$ cat config.mk
export PLATFORM = sky130hd
export DESIGN_NAME = srqps_top
export DESIGN_NICKNAME = d
export VERILOG_FILES = /design/src/hdl/srqps_top.v /design/src/hdl/srqps_tick.v /design/src/hdl/srqps_sync.v
export VERILOG_INCLUDE_DIRS = /design/src /design/src/pkg
export SDC_FILE = /design/constraint.sdc
export NUM_CORES = 1
export LEC_CHECK = 0
export ABC_AREA = 1
export BUFFER_PORTS_ARGS = -buffer_cell sky130_fd_sc_hd__buf_2
export CORE_MARGIN = 2
export CORE_UTILIZATION = 50
export DETAILED_ROUTE_END_ITERATION = 16
export PLACE_DENSITY = 0.73
export SYNTH_ARGS = -nofsm -noshare
export SYNTH_HDL_FRONTEND = slang
export SYNTH_SLANG_ARGS = --single-unit
$ cat constraint.sdc
create_clock -name clk -period 2.9 [get_ports clk]
set_input_delay 0.145 -clock clk [delete_from_list [all_inputs] [get_ports clk]]
set_output_delay 0.145 -clock clk [all_outputs]
set_load 0.01 [all_outputs]
$ cat src/pkg/srqps_regs.vh
// Constants for the service-request and program sequencer block
// Overview of operation
// - Whole-buffer formats assert end marker only on final byte of whole transfer
// - Power-up, device clear or selected clear empties the request mask
// - Mask written by command with value 0 to 31; zero disables requests
// - Weight one: illegal command, illegal option, or programmed while not remote
// - Weight two: output beyond its compliance limit
// - Weight four: end of program memory reached while running
// - Weight eight: dwell time of current location expired while running
// - Weight sixteen: any change on digital port input lines
// - Weights add; any enabled condition raises a request
// - Status bit 6 set when this device requests service
// - Status bit 5 selects error or data meaning of bits 0 to 3
// - Error view: bit0 illegal command, bit1 illegal option, bit2 not remote
// - Data view: bit0 limit, bit1 end buffer, bit2 end dwell, bit3 port
// - Request held until serial poll reads status byte, which releases it
// - Single mode steps through once and stops at zero dwell
// - Continuous mode wraps at zero dwell until a stop trigger
// - Step mode advances one per trigger, wraps after zero dwell location
// - Mode values 0,1,2 are single, continuous, step; step after reset or clear
// - End marker setting 0 marks last byte, 1 suppresses; 0 after reset
`ifndef SRQPS_REGS_VH
`define SRQPS_REGS_VH
`define SRQPS_MASK_W 5
`define SRQPS_MASK_MAX 8'h1f
`define SRQPS_MASK_RST 5'h00
`define SRQPS_M_ERR 0
`define SRQPS_M_LIMIT 1
`define SRQPS_M_EOB 2
`define SRQPS_M_DWELL 3
`define SRQPS_M_PORT 4
`define SRQPS_SB_RQS 6
`define SRQPS_SB_ERRSEL 5
`define SRQPS_SINGLE_PASS_PROGRAM 2'h0
`define SRQPS_CONTINUOUS_PROGRAM 2'h1
`define SRQPS_STEPPED_PROGRAM 2'h2
`define SRQPS_MODE_RST 2'h2
`define SRQPS_END_MARKER_ON 1'b0
`define SRQPS_END_MARKER_OFF 1'b1
`define SRQPS_TICK_NS 1000
`define SRQPS_CLK_NS 20
`define SRQPS_TICK_CYC (`SRQPS_TICK_NS / `SRQPS_CLK_NS)
`endif

$ cat src/hdl/srqps_top.v
// Service request, serial poll status byte and program sequencer
`timescale 1ns/1ns
`include "srqps_regs.vh"
module srqps_top #(
	parameter ADDR_W = 7,
	parameter DWELL_W = 16,
	parameter PORT_W = 4,
	parameter TICK_CYC = `SRQPS_TICK_CYC
) (
	clk,
	reset,
	dev_clear,
	mask_wr,
	mask_val,
	mode_wr,
	mode_val,
	eot_wr,
	eot_val,
	poll_rd,
	status_byte,
	srq,
	illegal_command_error,
	illegal_option_error,
	not_remote_error,
	over_limit,
	port_in,
	start_trig,
	stop_trig,
	step_trig,
	dwell_val,
	mem_last,
	whole_buffer_fmt,
	out_last_byte,
	eoi,
	running,
	mem_addr,
	prog_mode,
	end_marker
);
	input wire clk;
	input wire reset;
	input wire dev_clear;
	input wire mask_wr;
	input wire [7:0] mask_val;
	input wire mode_wr;
	input wire [1:0] mode_val;
	input wire eot_wr;
	input wire eot_val;
	input wire poll_rd;
	output reg [7:0] status_byte;
	output wire srq;
	input wire illegal_command_error;
	input wire illegal_option_error;
	input wire not_remote_error;
	input wire over_limit;
	input wire [PORT_W-1:0] port_in;
	input wire start_trig;
	input wire stop_trig;
	input wire step_trig;
	input wire [DWELL_W-1:0] dwell_val;
	input wire [ADDR_W-1:0] mem_last;
	input wire whole_buffer_fmt;
	input wire out_last_byte;
	output wire eoi;
	output reg running;
	output reg [ADDR_W-1:0] mem_addr;
	output reg [1:0] prog_mode;
	output reg end_marker;

	// ***************************************
	// Settings
	// ***************************************
	reg [`SRQPS_MASK_W-1:0] mask_r;
	wire clr = reset | dev_clear;
	always @(posedge clk) begin
		if (clr) begin
			mask_r <= `SRQPS_MASK_RST;
			prog_mode <= `SRQPS_MODE_RST;
			end_marker <= `SRQPS_END_MARKER_ON;
		end else begin
			if (mask_wr && mask_val <= `SRQPS_MASK_MAX)
				mask_r <= mask_val[`SRQPS_MASK_W-1:0];
			if (mode_wr && mode_val <= `SRQPS_STEPPED_PROGRAM)
				prog_mode <= mode_val;
			if (eot_wr)
				end_marker <= eot_val;
		end
	end

	// ***************************************
	// End marker
	// ***************************************
	// Whole-buffer formats: out_last_byte is driven only for the final
	// byte of the full memory dump, never per location
	assign eoi = (end_marker == `SRQPS_END_MARKER_ON) & out_last_byte;

	// ***************************************
	// Port change detect
	// ***************************************
	wire [PORT_W-1:0] port_s;
	reg [PORT_W-1:0] port_d_r;
	srqps_sync #(.W(PORT_W)) u_sync (
		.clk(clk),
		.reset(reset),
		.d(port_in),
		.q(port_s)
	);
	always @(posedge clk) begin
		if (reset)
			port_d_r <= {PORT_W{1'b0}};
		else
			port_d_r <= port_s;
	end
	wire port_chg = |(port_s ^ port_d_r);

	// ***************************************
	// Sequencer
	// ***************************************
	wire tick;
	reg [DWELL_W-1:0] dwell_cnt_r;
	reg ev_eob;
	reg ev_dwell;
	srqps_tick #(.DIV(TICK_CYC)) u_tick (
		.clk(clk),
		.reset(reset),
		.tick(tick)
	);
	wire at_end = (dwell_val == {DWELL_W{1'b0}}) || (mem_addr == mem_last);
	wire stepped = (prog_mode == `SRQPS_STEPPED_PROGRAM);
	always @(posedge clk) begin
		ev_eob <= 1'b0;
		ev_dwell <= 1'b0;
		if (clr) begin
			running <= 1'b0;
			mem_addr <= {ADDR_W{1'b0}};
			dwell_cnt_r <= {DWELL_W{1'b0}};
		end else if (stepped) begin
			running <= 1'b0;
			if (step_trig) begin
				// A zero-dwell or last location sends the next trigger home
				if (at_end) begin
					mem_addr <= {ADDR_W{1'b0}};
				end else begin
					mem_addr <= mem_addr + {{(ADDR_W-1){1'b0}}, 1'b1};
				end
			end
		end else if (!running) begin
			if (start_trig) begin
				running <= 1'b1;
				dwell_cnt_r <= {DWELL_W{1'b0}};
			end
		end else if (stop_trig) begin
			running <= 1'b0;
		end else if (at_end) begin
			ev_eob <= 1'b1;
			if (prog_mode == `SRQPS_CONTINUOUS_PROGRAM) begin
				mem_addr <= {ADDR_W{1'b0}};
			end else begin
				running <= 1'b0;
			end
			dwell_cnt_r <= {DWELL_W{1'b0}};
		end else if (tick) begin
			if (dwell_cnt_r + {{(DWELL_W-1){1'b0}}, 1'b1} >= dwell_val) begin
				ev_dwell <= 1'b1;
				dwell_cnt_r <= {DWELL_W{1'b0}};
				mem_addr <= mem_addr + {{(ADDR_W-1){1'b0}}, 1'b1};
			end else begin
				dwell_cnt_r <= dwell_cnt_r + {{(DWELL_W-1){1'b0}}, 1'b1};
			end
		end
	end

	// ***************************************
	// Status byte and request
	// ***************************************
	wire any_err = illegal_command_error | illegal_option_error | not_remote_error;
	wire err_en = mask_r[`SRQPS_M_ERR] & any_err;
	wire [3:0] data_ev = {port_chg & mask_r[`SRQPS_M_PORT],
		ev_dwell & mask_r[`SRQPS_M_DWELL],
		ev_eob & mask_r[`SRQPS_M_EOB],
		over_limit & mask_r[`SRQPS_M_LIMIT]};
	reg [2:0] err_lat_r;
	reg [3:0] data_lat_r;
	always @(posedge clk) begin
		if (clr) begin
			err_lat_r <= 3'h0;
			data_lat_r <= 4'h0;
		end else begin
			// A new event in the poll cycle is kept
			err_lat_r <= (poll_rd ? 3'h0 : err_lat_r) | ({3{err_en}} &
				{not_remote_error, illegal_option_error, illegal_command_error});
			data_lat_r <= (poll_rd ? 4'h0 : data_lat_r) | data_ev;
		end
	end
	wire is_err = |err_lat_r;
	assign srq = is_err | (|data_lat_r);
	always @(posedge clk) begin
		if (reset)
			status_byte <= 8'h00;
		else begin
			status_byte[7] <= 1'b0;
			status_byte[`SRQPS_SB_RQS] <= srq;
			status_byte[`SRQPS_SB_ERRSEL] <= is_err;
			status_byte[4] <= 1'b0;
			if (is_err)
				status_byte[3:0] <= {1'b0, err_lat_r};
			else
				status_byte[3:0] <= data_lat_r;
		end
	end
endmodule

$ cat src/hdl/srqps_tick.v
// Dwell time base divider producing one-cycle enable pulses
`timescale 1ns/1ns
module srqps_tick #(
	parameter DIV = 50
) (
	clk,
	reset,
	tick
);
	input wire clk;
	input wire reset;
	output reg tick;
	reg [15:0] cnt_r;
	always @(posedge clk) begin
		if (reset) begin
			cnt_r <= 16'h0000;
			tick <= 1'b0;
		end else if (cnt_r == DIV[15:0] - 16'h0001) begin
			cnt_r <= 16'h0000;
			tick <= 1'b1;
		end else begin
			cnt_r <= cnt_r + 16'h0001;
			tick <= 1'b0;
		end
	end
endmodule

$ cat src/hdl/srqps_sync.v
// Two flip-flop synchroniser for pin inputs, one per bit
`timescale 1ns/1ns
module srqps_sync #(
	parameter W = 1
) (
	clk,
	reset,
	d,
	q
);
	input wire clk;
	input wire reset;
	input wire [W-1:0] d;
	output reg [W-1:0] q;
	reg [W-1:0] meta_r;
	genvar i;
	generate
		for (i = 0; i < W; i = i + 1) begin : g_bit
			always @(posedge clk) begin
				if (reset) begin
					meta_r[i] <= 1'b0;
					q[i] <= 1'b0;
				end else begin
					meta_r[i] <= d[i];
					q[i] <= meta_r[i];
				end
			end
		end
	endgenerate
endmodule

==> results by group, run 1 <==
Yosys
  • Register bit count reported by yosys: 76
  • Synthesized area: 4048 um^2
  • Syn_area_per_cell: 7.089 um^2
  • Post-synthesis sequential area ratio: 0.3759
  • Yosys warning count: 0
  • Yosys cell types: 41
  • Mapped Cells: 571

Clock network
  • CTS buffer count: 9
  • Clk buf depth: 2
  • Root buffer cell: clkbuf_8
  • Clk slew on worst S/H paths: 90 ps
  • H-tree depth: 3
  • CTS tree: built
  • # clock sinks: 76
  • Clock Latency Late Sink: 350 ps

Power
  • Pleak: 2.254 nW
  • Power per cell area: 451.1 nW/um^2
  • Total Power: 0.002195 W
  • Maximum vdd ir drop: 0.0003931 V

Floorplan
  • Core Area: 7767 um^2
  • Row count: 32
  • Starting Density: 0.5211
  • I/O Pins: 75
  • Die Y: 93.98 um
  • Die width: 93.98 um
  • Die footprint: 8831 um^2

Routing
  • Drt wl/cell: 11.44 um
  • DRC viols: 0
  • Via count: 3708
  • Top Metal Used: met4
  • Drt total wl: 8718 um
  • Met3 wire length: 380 um
  • TritonRoute pass-1 iters: 4
  • Vias/cell: 4.866
  • Routed Antenna Nets: 0
  • Wire length on met1: 3882 um
  • Initial drt markers: 108
  • Met2 routed WL: 4362 um

Setup path
  • WS Path Type: flip-flop to flip-flop
  • Critical Path RT: 3170 ps
  • Crit start category: flip-flop
  • CP Max Fanout: 6
  • Worst path arrival time: 2980 ps
  • CP Capture Type: flip-flop

STA
  • Fmax: 0.3690 GHz
  • Post-route minimum period: 2710 ps
  • Final Max Slew Viols: 0
  • Relative slew slack: 0.4382
  • Setup violations, final: 0
  • Worst-margin pin slew: 841.8 ps
  • Setup Skew: 16.42 ps
  • Final worst-path cycle share: 0.9346
  • Final-report hold violation count: 0
  • Final setup margin: 189.7 ps

Finish
  • Most common cell after layout, fill and taps aside: nand2_1
  • # diodes: 0
  • Fin cells: 762
  • Fill cells: 708
  • Core Util, Final: 0.6265
  • Commonest cells after routing, fill and taps aside: nand2_1, inv_1, nor2_1
  • Layout cells sized above 1: 0.2136
  • Area delta synth->final: 20.22%
  • Final Net Count: 729

Global route
  • First-pass GRT wire length: 14070 um
  • Vias in the first global route: 3432
  • Initial antenna violation count: 0
  • Largest net degree at the start of global routing: 22
  • GRT overflow: 0
  • Gr usage total: 0.1993

Placement
  • Dpl ws: 89.80 ps
  • Port Buffers: 71
  • Cell Count Post-Placement: 736
  • Final GP Congestion: 0.8714
  • DP Wirelength: 6146 um

Worst hold path
  • Hold crit path type: input pin to flip-flop

Job
  • Number of max-cap violations: 0

Run status
  • Status: finished clean
metrics by stage:
stage	hold WS, ps	TNS [ps]	instance area (um^2)
2_1_floorplan	239.1	0	4051
5_1_grt	10.82	-257.3	4866
4_1_cts	6.640	0	4758
3_3_place_gp	334.7	0	4478
3_5_place_dp	340.4	0	4478
6_report	22.65	0	4866
area by class of cell:
type | count | area (um^2) | share of cell area
Timing Repair Buffer | 83 | 483.0 | 0.09925
Sequential cell | 76 | 1525 | 0.3134
Multi-Input combinational cell | 397 | 2165 | 0.4448
Clock buffer | 9 | 123.9 | 0.02546
Tap cell | 102 | 127.6 | 0.02623
Inverter | 88 | 335.3 | 0.06891
Clock inverter | 7 | 106.4 | 0.02186
path summary, 6_finish.rpt:
kind	slack (ps)	startpoint	depth (start not counted)	end
worst min register to register	410	u_sync.meta_r[3]$_SDFF_PP0_	2	u_sync.q[3]$_SDFF_PP0_
worst max register to register	190	dwell_cnt_r[0]$_SDFFE_PP0P_	16	dwell_cnt_r[4]$_SDFFE_PP0P_
worst min-delay path	20	mask_val[1]	3	mask_r[1]$_SDFFE_PP0P_
worst max-delay path	190	dwell_cnt_r[0]$_SDFFE_PP0P_	16	dwell_cnt_r[4]$_SDFFE_PP0P_
state kept, by name, indices dropped and copies added (netlist names), 3 cells and up:
register       flops
dwell_cnt_r       16
u_tick.cnt_r      16
mem_addr           7
status_byte        6
mask_r             5
data_lat_r         4
port_d_r           4
u_sync.meta_r      4
u_sync.q           4
err_lat_r          3
cell usage after synthesis, drive strengths merged:
cell type,count,area [um^2]
a21oi,52,282.8
a31oi,1,6.260
and2,2,12.51
buf,6,56.30
clkbuf,6,22.52
conb,1,3.750
dfxtp,76,1521
ha,20,250.2
inv,88,335.3
nand2,127,509.2
nand3,34,205.2
nand3b,1,7.510
nand4,10,62.56
nor2,84,344.1
nor3,12,76.33
nor3b,3,22.52
nor4,3,18.77
o21a,1,7.510
o21ai,16,80.07
o21bai,1,7.510
o31ai,1,7.510
or2,8,50.05
xnor2,4,35.03
xor2,14,122.6
report_power, final:
| group | internal [W] | leakage, nW | switching [W] |
|---|---|---|---|
| Clock | 0.000500 | 0.116 | 0.000431 |
| Combinational | 0.0000792 | 1.52 | 0.000108 |
| Sequential | 0.00106 | 0.618 | 0.0000158 |
| Total | 0.00164 | 2.25 | 0.000555 |
cells by family (layout without fill, tap and decap cells):
| family | count (synthesis) | after routing | share of synthesized area |
|---|---|---|---|
| other | 1 | 2 | 0.0009265 |
| xor gates and xnor gates | 18 | 18 | 0.03895 |
| AOI/OAI and AO/OA | 72 | 72 | 0.09676 |
| DFF | 76 | 76 | 0.3759 |
| and+or+nand+nor | 284 | 285 | 0.3233 |
| buffers and inverters | 100 | 187 | 0.1023 |
| adders and majority gates | 20 | 20 | 0.06182 |
layer usage:
layer	vias to the layer above	GRT usage
li1	1965	-
met1	1644	0.2337
met2	88	0.3512
met3	11	0.04494
met4	0	0.07850
met5	-	0
critical path, stage by stage, from the launching register on:
cell,delay [ps]
dfxtp_2,360
ha_1,190
nand3_1,140
nor2_2,170
nand3_2,120
nor3_1,200
a21oi_1,110
nor2_2,120
ha_1,240
nand2_1,100
o21ai_0,100
a21oi_1,160
nand2_2,140
nor2_8,140
buf_12,120
nand3_1,70
a21oi_1,170
repair_timing:
item / in CTS / in global routing
gates resized for setup: 0 / 12
hold buffers: 5 / 0
setup buffers: 0 / 4
endpoints found under the hold margin: 5 / 0
endpoints found under the setup margin: 0 / 23
Power figures use the tool's default switching activity.
==> run 2, diff against run 1 <==
==> constraint.sdc (replaced) <==
create_clock -name clk -period 2.6 [get_ports clk]
set_input_delay 0.13 -clock clk [delete_from_list [all_inputs] [get_ports clk]]
set_output_delay 0.13 -clock clk [all_outputs]
set_load 0.01 [all_outputs]
==> run 2 against run 1 <==
  * Power increased by 3.0%
  * Design area is 8.4% higher
  * The flow now finishes with violations (negative setup slack)
  * Via count increased by 6.6%
  * Sequential power grew 11%
  * First-iteration DRC count increased by 34%
  * Largest cell class unchanged
  * Fmax fell by 2.8%
  * Clock-buffer cell count unchanged
  * Clock skew decreased by 5.4 ps
  * Non-clock buffer count grew 25
  * Combinational power rose by 24%
  * Die area stayed put
  * Critical endpoint is now dwell_cnt_r[0]$_SDFFE_PP0P_
  * Global-route usage rose by 2.7 points
==> results by group, run 2 (synthesis results as in run 1) <==
Run status
  • Status: finished with violations
  • Failing checks: negative setup slack

Floorplan
  • Die footprint: 8831 um^2
  • Row count: 32
  • I/O Pins: 75
  • Die Y: 93.98 um
  • Starting Density: 0.5211
  • Die width: 93.98 um
  • Core Area: 7767 um^2

Power
  • Total Power: 0.002260 W
  • Power per cell area: 428.7 nW/um^2
  • Maximum vdd ir drop: 0.0003375 V
  • Pleak: 2.401 nW

Clock network
  • Clk slew on worst S/H paths: 90 ps
  • H-tree depth: 3
  • Root buffer cell: clkbuf_8
  • # clock sinks: 76
  • Clock Latency Late Sink: 340 ps
  • CTS tree: built
  • Clk buf depth: 2
  • CTS buffer count: 9

Global route
  • GRT busiest layer: met2
  • Global routing usage on met3: 0.03050
  • Met2 Use GR: 0.4185
  • GRT overflow: 0
  • Largest net degree at the start of global routing: 22
  • GR Util met1: 0.2637
  • Initial antenna violation count: 0
  • First-pass GRT wire length: 16150 um
  • Vias in the first global route: 3841
  • Gr usage total: 0.2264

Setup path
  • CP Max Fanout: 8
  • Slowest library cell on the worst path: dfxtp_4
  • WS Path Type: flip-flop to flip-flop
  • CP Capture Type: flip-flop
  • Top delay family on crit path: simple AND/OR/NAND/NOR gates
  • R2r setup slk: -190 ps
  • Worst reg2reg path startpoint: dwell_cnt_r[0]$_SDFFE_PP0P_
  • Crit-path cells: buf_6, nand3_4, nor3_4, nand2_2, nor2_4, nand2_4, o21ai_4, nand2_2, ha_4, a21oi_2, o21ai_1, a21oi_2, nand2_4, buf_4, nor2_4, buf_12, a21oi_1, nor2_1
  • Worst path arrival time: 3060 ps
  • Crit start category: flip-flop
  • R2R Path End: dwell_cnt_r[0]$_SDFFE_PP0P_
  • Buf/Inv on CP: 3
  • Reg2Reg Depth: 18
  • CP peak stage delay: 370 ps
  • Critical Path RT: 2870 ps
  • WP depth: 18

STA
  • Unrepaired setup endpoints after global routing: yes
  • Post-route minimum period: 2787 ps
  • Relative slew slack: 0.4831
  • Setup violations, final: 21
  • Worst-margin pin slew: 774.4 ps
  • Final setup margin: -187.0 ps
  • Final-report hold violation count: 0
  • Final worst-path cycle share: 1.072
  • Final Max Slew Viols: 0
  • Setup Skew: 11.00 ps
  • Fmax: 0.3588 GHz

Worst hold path
  • Hold Path Sink: mask_r[1]$_SDFFE_PP0P_
  • Hold crit path type: input pin to flip-flop
  • Worst hold start: mask_val[1]
  • Worst Hold Depth: 3

Finish
  • Final Net Count: 755
  • Area of the multi-input gates: 2419 um^2
  • Most common cell after layout, fill and taps aside: nand2_1
  • # diodes: 0
  • Fin cells: 788
  • Area delta synth->final: 30.26%
  • Commonest cells after routing, fill and taps aside: nand2_1, inv_1, nor2_1
  • Top Registers: dwell_cnt_r (16), u_tick.cnt_r (16), mem_addr (7)
  • Seq. cell area: 1531 um^2
  • Core Util, Final: 0.6788
  • Fill cells: 645
  • Layout cells sized above 1: 0.3003

Placement
  • Final GP Congestion: 0.8114
  • Cell Count Post-Placement: 754
  • Port Buffers: 71
  • DP Wirelength: 6453 um

Routing
  • TritonRoute pass-1 iters: 4
  • Vias/cell: 5.014
  • Drt total wl: 9935 um
  • DRC viols: 0
  • Via count: 3951
  • Drt wl/cell: 12.61 um
  • Initial drt markers: 145
  • Routed Antenna Nets: 0

Job
  • Number of max-cap violations: 0
run 2: cell types whose count changed in the layout (fill, tap and decap cells not counted), sizes merged:
cell | previous run | this run
clkinvlp | 0 | 2
nor2 | 84 | 85
inv | 91 | 92
buf | 78 | 103
bufinv | 2 | 0
clkinv | 2 | 1
run 2: worst reg2reg max path: cells and delay by family (launching register included):
| kind | cells | cell delay [ps] |
|---|---|---|
| adder cells (fa/ha/maj) | 1 | 240 |
| AO/OA/AOI/OAI | 5 | 660 |
| buffers and inverters | 3 | 410 |
| flip-flops | 1 | 370 |
| AND/OR/NAND/NOR | 9 | 1050 |
run 2: stage by stage:
step	TNS (ps)	cell area [um^2]	hold slack, ps	setup WS [ps]
2_1_floorplan	0	4051	224.1	44.84
4_1_cts	-12.29	5085	4.105	-6.835
3_5_place_dp	-2189	4613	331.6	-142.2
6_report	-2667	5273	9.250	-187.0
3_3_place_gp	-88.19	4613	319.1	-28.73
5_1_grt	-5238	5273	5.198	-285.7
run 2: how the worst max path moves through the flow:
stage | from | slack (ps) | to
floorplan | dwell_cnt_r[0]$_SDFFE_PP0P_ | 40 | mem_addr[1]$_SDFFE_PP0P_
global placement | dwell_cnt_r[0]$_SDFFE_PP0P_ | -30 | mem_addr[1]$_SDFFE_PP0P_
detailed placement | dwell_cnt_r[0]$_SDFFE_PP0P_ | -140 | mem_addr[1]$_SDFFE_PP0P_
CTS | dwell_cnt_r[3]$_SDFFE_PP0P_ | -7 | dwell_cnt_r[3]$_SDFFE_PP0P_
global route | dwell_cnt_r[0]$_SDFFE_PP0P_ | -290 | dwell_cnt_r[0]$_SDFFE_PP0P_
finish | dwell_cnt_r[0]$_SDFFE_PP0P_ | -190 | dwell_cnt_r[0]$_SDFFE_PP0P_
run 2: timing repair:
action | CTS | global route
hold buffers | 5 | 0
gates cloned | 1 | 1
endpoints found under the setup margin | 23 | 24
buffers inserted | 6 | 5
resized for setup | 36 | 34
hold endpoints to repair | 5 | 0
pin swaps | 12 | 19
run 2: layer usage:
layer,routed length (um),vias to the layer above
met4,211,0
met3,396,22
li1,-,2021
met1,4279,1800
met5,0,-
met2,5048,108
run 2: area by class of cell:
| cell class | count | area share |
|---|---|---|
| Sequential cell | 76 | 0.2905 |
| Inverter | 88 | 0.06360 |
| Tap cell | 102 | 0.02420 |
| Clock inverter | 7 | 0.01092 |
| Clock buffer | 9 | 0.02349 |
| Timing Repair Buffer | 108 | 0.1286 |
| Multi-Input combinational cell | 398 | 0.4587 |
run 2: power by group:
group	switching, W	internal [W]
Combinational	0.000134	0.0000983
Sequential	0.0000184	0.00118
Clock	0.000467	0.000361
Total	0.000619	0.00164
